### config.mk
export PLATFORM = sky130hd
export DESIGN_NAME = chip_sync_and_mode_config
export DESIGN_NICKNAME = d
export VERILOG_FILES = /design/src/hw/cfg_reg8.v /design/src/hw/chip_sync_and_mode_config.v
export VERILOG_INCLUDE_DIRS = /design/src /design/src/inc
export SDC_FILE = /design/constraint.sdc
export NUM_CORES = 1
export LEC_CHECK = 0
export BUFFER_PORTS_ARGS = -buffer_cell sky130_fd_sc_hd__buf_4
export CAP_MARGIN = 20
export CORE_AREA = 3 3 56 110
export CTS_CLUSTER_DIAMETER = 80
export DETAILED_ROUTE_END_ITERATION = 12
export DIE_AREA = 0 0 59 113
export PLACE_DENSITY = 0.81
export SYNTH_ARGS = -nofsm -noshare
export SYNTH_HDL_FRONTEND = slang
export SYNTH_SLANG_ARGS = --single-unit
### constraint.sdc
create_clock -name ref_clk -period 1.7 [get_ports ref_clk]
set_input_delay 0.51 -clock ref_clk [delete_from_list [all_inputs] [get_ports ref_clk]]
set_output_delay 0.51 -clock ref_clk [all_outputs]
set_load 0.05 [all_outputs]
### src/inc/chip_cfg_consts.vh
/*
 Constants for the chip sync and operating mode configuration bank:
 register indices, field positions, reset values and mode encodings.
 Assumes inclusion by bare name from the design files.
*/
`ifndef CHIP_CFG_CONSTS_VH
`define CHIP_CFG_CONSTS_VH

// register indices; byte address is four times the index
`define IDX_SYNC_MODE       12'h1FF
`define IDX_CHIP_MODE       12'h200
`define IDX_DECIM           12'h201
`define IDX_SYNC_STATUS     12'h202

`define RST_SYNC_MODE       8'h00
`define RST_CHIP_MODE       8'h00
`define RST_DECIM           8'h00

`define BIT_SYNC_TSTAMP     0
`define BIT_Q_IGNORE        5
`define MSB_APP_MODE        3
`define MSB_DECIM           3

`define MASK_SYNC_MODE      8'h01
`define MASK_CHIP_MODE      8'hEF
`define MASK_DECIM          8'h0F

`define APP_FULL_BW         4'h0
`define APP_ONE_CHAN        4'h1
`define APP_TWO_CHAN        4'h2
`define APP_FOUR_CHAN       4'h3
`define DECIM_BYPASS        4'h0

`define DIV_WIDTH           4

`endif
### src/hw/cfg_reg8.v
/*
 One 8-bit configuration register with a write mask.
 Assumes writes are single-cycle strobes in the ref_clk domain.
*/
`timescale 1ns/100ps
module cfg_reg8 #(
   parameter [7:0] RESET_VAL = 8'h00,
   parameter [7:0] WR_MASK   = 8'hFF
) (
   input  wire       ref_clk,
   input  wire       srst,
   input  wire       wr_en,
   input  wire [7:0] wr_data,
   output reg  [7:0] value
);

   always @(posedge ref_clk) begin
      if (srst)
         value <= RESET_VAL;
      else if (wr_en)
         value <= wr_data & WR_MASK;
   end

endmodule // cfg_reg8

### src/hw/chip_sync_and_mode_config.v
/*
 Chip-level sync and operating mode configuration bank behind a
 classic Wishbone slave, plus the reference pulse handling it steers.
 Assumes ref_clk is the configuration clock, sysref_pin is asynchronous,
 and sample_valid marks a sample on the same clock.
*/
// Our own choice: the Wishbone interface to the registers.
`timescale 1ns/100ps
`include "chip_cfg_consts.vh"
module chip_sync_and_mode_config (
   input  wire        ref_clk,
   input  wire        srst,
   input  wire        cyc_i,
   input  wire        stb_i,
   input  wire        we_i,
   input  wire [13:0] adr_i,
   input  wire [3:0]  sel_i,
   input  wire [31:0] dat_i,
   output reg  [31:0] dat_o,
   output reg         ack_o,
   input  wire        sysref_pin,
   input  wire        sample_valid,
   output reg         divider_reset,
   output reg         link_restart,
   output reg         monitor_restart,
   output reg         sample_tag,
   output reg  [3:0]  divider_phase,
   output reg         q_output_enable,
   output reg         full_bandwidth,
   output reg         downconverter_channel_0,
   output reg         downconverter_channel_1,
   output reg         downconverter_channel_2,
   output reg         downconverter_channel_3,
   output reg         downconverter_bypass,
   output reg  [3:0]  decimation_code
);

   ////////////////////////////////////////////////////////////////////////
   // wishbone slave: one wait state, ack in the cycle after request

   // ack_o blocks a second take of the same held request
   wire        req = cyc_i & stb_i & ~ack_o;
   wire [11:0] idx = adr_i[13:2];
   // write lands on the ack edge, where the master samples ack;
   // only byte lane 0 carries register bits
   wire        wr  = cyc_i & stb_i & ack_o & we_i & sel_i[0];
   wire [7:0]  sync_mode;
   wire [7:0]  chip_mode;
   wire [7:0]  decim;
   reg  [7:0]  next_rd;
   // tag count wraps at 255; software has no clear
   reg  [7:0]  tag_count;

   // bit 0 alone is writable in the sync mode register
   cfg_reg8 #(
      .RESET_VAL (`RST_SYNC_MODE),
      .WR_MASK   (`MASK_SYNC_MODE)
   ) u_sync_mode (
      .ref_clk (ref_clk),
      .srst    (srst),
      .wr_en   (wr && idx == `IDX_SYNC_MODE),
      .wr_data (dat_i[7:0]),
      .value   (sync_mode)
   );

   // reserved bit 4 held at zero by the mask
   cfg_reg8 #(
      .RESET_VAL (`RST_CHIP_MODE),
      .WR_MASK   (`MASK_CHIP_MODE)
   ) u_chip_mode (
      .ref_clk (ref_clk),
      .srst    (srst),
      .wr_en   (wr && idx == `IDX_CHIP_MODE),
      .wr_data (dat_i[7:0]),
      .value   (chip_mode)
   );

   cfg_reg8 #(
      .RESET_VAL (`RST_DECIM),
      .WR_MASK   (`MASK_DECIM)
   ) u_decim (
      .ref_clk (ref_clk),
      .srst    (srst),
      .wr_en   (wr && idx == `IDX_DECIM),
      .wr_data (dat_i[7:0]),
      .value   (decim)
   );

   // unmapped indices read zero and take no write
   always @* begin
      case (idx)
         `IDX_SYNC_MODE:   next_rd = sync_mode;
         `IDX_CHIP_MODE:   next_rd = chip_mode;
         `IDX_DECIM:       next_rd = decim;
         `IDX_SYNC_STATUS: next_rd = tag_count;
         default:          next_rd = 8'h00;
      endcase
   end

   always @(posedge ref_clk) begin
      if (srst) begin
         ack_o <= 1'b0;
         dat_o <= 32'h00000000;
      end else begin
         ack_o <= req;
         // latched at the take edge, still standing at the ack edge
         if (req && !we_i)
            dat_o <= {24'h000000, next_rd};
      end
   end

   ////////////////////////////////////////////////////////////////////////
   // reference pulse: synchronise then detect rising edge

   // only sysref_sync reads sysref_meta; sysref_meta may be metastable
   // zero after reset matches the pin's idle level: no false edge
   reg sysref_meta;
   reg sysref_sync;
   reg sysref_last;
   wire sysref_edge = sysref_sync & ~sysref_last;
   wire tstamp_mode = sync_mode[`BIT_SYNC_TSTAMP];

   always @(posedge ref_clk) begin
      if (srst) begin
         sysref_meta <= 1'b0;
         sysref_sync <= 1'b0;
         sysref_last <= 1'b0;
      end else begin
         sysref_meta <= sysref_pin;
         sysref_sync <= sysref_meta;
         sysref_last <= sysref_sync;
      end
   end

   ////////////////////////////////////////////////////////////////////////
   // free-running internal divider model; a pulse off phase zero
   // means the reset actually moves the phase, costing the link

   reg pend_tag;

   always @(posedge ref_clk) begin
      if (srst) begin
         divider_phase   <= 4'h0;
         divider_reset   <= 1'b0;
         link_restart    <= 1'b0;
         monitor_restart <= 1'b0;
         sample_tag      <= 1'b0;
         pend_tag        <= 1'b0;
         tag_count       <= 8'h00;
      end else begin
         divider_reset   <= 1'b0;
         link_restart    <= 1'b0;
         monitor_restart <= 1'b0;
         sample_tag      <= 1'b0;
         // mode 1 skips this branch, so the phase keeps counting
         if (sysref_edge && !tstamp_mode) begin
            divider_phase   <= 4'h0;
            divider_reset   <= 1'b1;
            monitor_restart <= 1'b1;
            if (divider_phase != 4'h0) begin
               link_restart <= 1'b1;
            end
         end else begin
            divider_phase <= divider_phase + 4'h1;
         end
         // tag the first sample at or after the pulse
         // a pulse with no sample passing waits in pend_tag
         if (tstamp_mode) begin
            if (sample_valid && (pend_tag || sysref_edge)) begin
               sample_tag <= 1'b1;
               pend_tag   <= 1'b0;
               tag_count  <= tag_count + 8'h01;
            end else if (sysref_edge) begin
               pend_tag <= 1'b1;
            end
         end else begin
            pend_tag <= 1'b0;
         end
      end
   end

   ////////////////////////////////////////////////////////////////////////
   // operating mode decode; unlisted app codes leave channels off

   wire [3:0] app_mode = chip_mode[`MSB_APP_MODE:0];

   // levels follow a register write by one cycle

   always @(posedge ref_clk) begin
      if (srst) begin
         q_output_enable         <= 1'b1;
         full_bandwidth          <= 1'b1;
         downconverter_channel_0 <= 1'b0;
         downconverter_channel_1 <= 1'b0;
         downconverter_channel_2 <= 1'b0;
         downconverter_channel_3 <= 1'b0;
         downconverter_bypass    <= 1'b1;
         decimation_code         <= `DECIM_BYPASS;
      end else begin
         q_output_enable <= ~chip_mode[`BIT_Q_IGNORE];
         full_bandwidth  <= (app_mode == `APP_FULL_BW);
         downconverter_channel_0 <= (app_mode == `APP_ONE_CHAN) ||
                                    (app_mode == `APP_TWO_CHAN) ||
                                    (app_mode == `APP_FOUR_CHAN);
         downconverter_channel_1 <= (app_mode == `APP_TWO_CHAN) ||
                                    (app_mode == `APP_FOUR_CHAN);
         downconverter_channel_2 <= (app_mode == `APP_FOUR_CHAN);
         downconverter_channel_3 <= (app_mode == `APP_FOUR_CHAN);
         downconverter_bypass <=
            (decim[`MSB_DECIM:0] == `DECIM_BYPASS);
         decimation_code <= decim[`MSB_DECIM:0];
      end
   end

endmodule // chip_sync_and_mode_config

==> flow_summary.json <==
{
  "min_to": "pend_tag",
  "clockBufferDepth": 2,
  "min_path_type": "in2reg",
  "clock-sinks": 50,
  "holdPathStages": 2,
  "fmax_ghz": 0.618,
  "cts_made_buffers": 5,
  "synth.distinct_cells": 43,
  "fillers": 529,
  "drc": 0,
  "cp_max_fo": 5,
  "finalWirelength_mm": 5.10,
  "cap_violations": 0,
  "drt_pass1_iterations": 4,
  "finalNonFillerCells": 357,
  "die_h_um": 113,
  "postSynthCellCount": 233,
  "dp_hpwl_mm": 4.10,
  "grt_pass1_vias": 1808,
  "wire_per_inst_um": 14.3,
  "rrSetupSlack_ps": 80,
  "yosysWarnings": 0,
  "finalHoldViolations": 0,
  "layout-drive-gt1-share": 0.290,
  "grt_pass1_wl_mm": 8.18,
  "synth.largest_area_cell": "dfxtp_1",
  "die_area_sq_um": 6670,
  "final_common_cell": "buf_4",
  "power.leakage_nw": 1.23,
  "worstReg2RegEnd": "u_decim.value[2]",
  "final_max_slew_viol_count": 0,
  "worstHoldStart": "sample_valid",
  "post_cts_buffers": 0,
  "setup_violations": 0,
  "end_kind": "register",
  "fin_crit_sh": 0.952,
  "clock_latency_ps": 320,
  "grt_max_degree": 16,
  "diodes": 0,
  "dpl.cell_count": 349,
  "io_buffer_count": 54,
  "r2r_cells": 4,
  "synthTopCellsByArea": "dfxtp_1, buf_4, mux2i_1, nor2b_1, xor2_1",
  "htree_levels": 2,
  "overflow": 0,
  "cts-root-buf": "clkbuf_8",
  "die_w_um": 59,
  "antenna_found_initial": 0,
  "power_density_nw_per_um2": 881,
  "rows": 38,
  "drt_iter0_markers": 48,
  "status": "finished, final reports clean",
  "io_pins": 109,
  "r2r_start": "ack_o",
  "final_cell_mix": "buf_4, dfxtp_1, conb_1, nor2_1, o21ai_0",
  "area_delta_synth_final_pct": 26.5,
  "fin_crit_ps": 1620,
  "synth_area_sq_um": 2210,
  "path_class": "reg2reg",
  "crit_required_ps": 1910,
  "core_area_sq_um": 5420,
  "skew_ps": 9.74,
  "hold_slack_ps": 363,
  "grt_use_total": 0.164,
  "viasPerCell": 5.13,
  "synth-seq-cells": 50,
  "rsz0062_at_grt": "no",
  "yosysSeqAreaShare": 0.454,
  "vdd_drop_max_mv": 0.943,
  "nNetsFinal": 356,
  "synth_top_cell_area_share": 0.454,
  "gp_congestion": 0.861,
  "cp-start-kind": "register",
  "ant_nets": 0,
  "start_util": 0.407,
  "syn_avg_cell_area_sq_um": 9.47,
  "arrival_ps": 1830,
  "tritoncts": "built",
  "clkTransAtPathRegs_ps": 90,
  "vias": 1833
}
## routing by layer
| layer | wire length, um | GRT usage | vias to the layer above |
|---|---|---|---|
| li1 | - | - | 896 |
| met1 | 1700 | 0.152 | 848 |
| met2 | 2840 | 0.300 | 74 |
| met3 | 307 | 0.0354 | 15 |
| met4 | 248 | 0.112 | 0 |
| met5 | 0 | 0 | - |
## cell usage after synthesis (all sizes together)
| cell | n |
|---|---|
| dfxtp | 50 |
| buf | 29 |
| nor2 | 17 |
| o21ai | 13 |
| nor2b | 12 |
| a21oi | 9 |
| nand3 | 9 |
| mux2i | 8 |
| xor2 | 8 |
| inv | 7 |
| nand2 | 7 |
| nor3 | 7 |
| clkbuf | 6 |
| and4 | 4 |
| nand4 | 4 |
| o211ai | 4 |
| a22o | 3 |
| and3 | 3 |
| ha | 3 |
| mux2 | 3 |
| o2bb2ai | 3 |
| o41ai | 3 |
| or3 | 3 |
| nor4 | 2 |
| o2111ai | 2 |
| a21boi | 1 |
| a21o | 1 |
| a2bb2oi | 1 |
| a31o | 1 |
| and2 | 1 |
| conb | 1 |
| nand2b | 1 |
| nand4b | 1 |
| nor4b | 1 |
| o21a | 1 |
| o311ai | 1 |
| o32a | 1 |
| or2 | 1 |
| xnor2 | 1 |
## power breakdown
group | total (W) | internal [W] | switching [W]
logic | 0.000303 | 0.0000832 | 0.000220
registers | 0.00119 | 0.00118 | 0.0000100
clock network | 0.000964 | 0.000568 | 0.000396
total | 0.00246 | 0.00183 | 0.000626
## layout make-up
| cell class | instances | area [sq um] | area share |
|---|---|---|---|
| Clock buffer | 7 | 108 | 0.0385 |
| Clock inverter | 1 | 30.0 | 0.0108 |
| Inverter | 7 | 26.3 | 0.00941 |
| Multi-Input combinational cell | 164 | 1040 | 0.372 |
| Sequential cell | 50 | 1000 | 0.360 |
| Tap cell | 60 | 75.1 | 0.0269 |
| Timing Repair Buffer | 68 | 510 | 0.183 |
## per-stage QoR
stage | power (W) | TNS (ps) | utilization | instance area [sq um] | worst slack [ps]
after floorplan | 0.00147 | -426 | - | 2300 | -142
after global placement | 0.00152 | -2330 | 0.489 | 2650 | -231
after detailed placement | 0.00152 | -3000 | 0.489 | 2650 | -257
after CTS | 0.00248 | 0 | 0.515 | 2790 | 82.8
after global routing | 0.00254 | 0 | 0.515 | 2790 | 9.94
final | 0.00246 | 0 | 0.515 | 2790 | 81.6
## cells by family after synthesis
| group | Yosys count | synth area share |
|---|---|---|
| and+or+nand+nor | 73 | 0.185 |
| DFF | 50 | 0.454 |
| AOI/OAI and AO/OA | 44 | 0.134 |
| buffers and inverters | 42 | 0.116 |
| muxes | 11 | 0.0567 |
| xor gates and xnor gates | 9 | 0.0357 |
| adders and majority gates | 3 | 0.0170 |
| other | 1 | 0.00170 |
## worst max-delay path, cell delays in order, from the launching register on
cell     delay [ps]
dfxtp_4         370
inv_1            60
or3_1           390
or3_4           390
mux2_4          310
## how the worst max path moves through the flow
stage          startpoint               end  slack, ps  cells past startpoint
2_1_floorplan    sel_i[0]  u_decim.value[1]       -140                      5
3_3_place_gp     adr_i[8]  u_decim.value[2]       -230                      5
3_5_place_dp     adr_i[8]  u_decim.value[2]       -260                      5
4_1_cts             ack_o  u_decim.value[2]         80                      4
5_1_grt          adr_i[9]  u_decim.value[2]         10                      5
6_report            ack_o  u_decim.value[2]         80                      4
## registers in the layout, summed over array words and instances, names as in the netlist
name and count:
q_output_enable 1, ack_o 1, divider_phase 4, full_bandwidth 1, downconverter_channel_1 1, tag_count 8, downconverter_channel_0 1, sysref_last 1
link_restart 1, sample_tag 1, u_decim.value 4, sysref_meta 1, decimation_code 4, u_sync_mode.value 1, downconverter_channel_3 1, dat_o 8
downconverter_bypass 1, sysref_sync 1, monitor_restart 1, pend_tag 1, u_chip_mode.value 7
## what timing repair did
item | 4_1_cts | 5_1_grt
endpoints found under the setup margin | 0 | 3
gates resized for setup | 0 | 1
hold buffers | 0 | 0
Power figures use the tool's default switching activity.
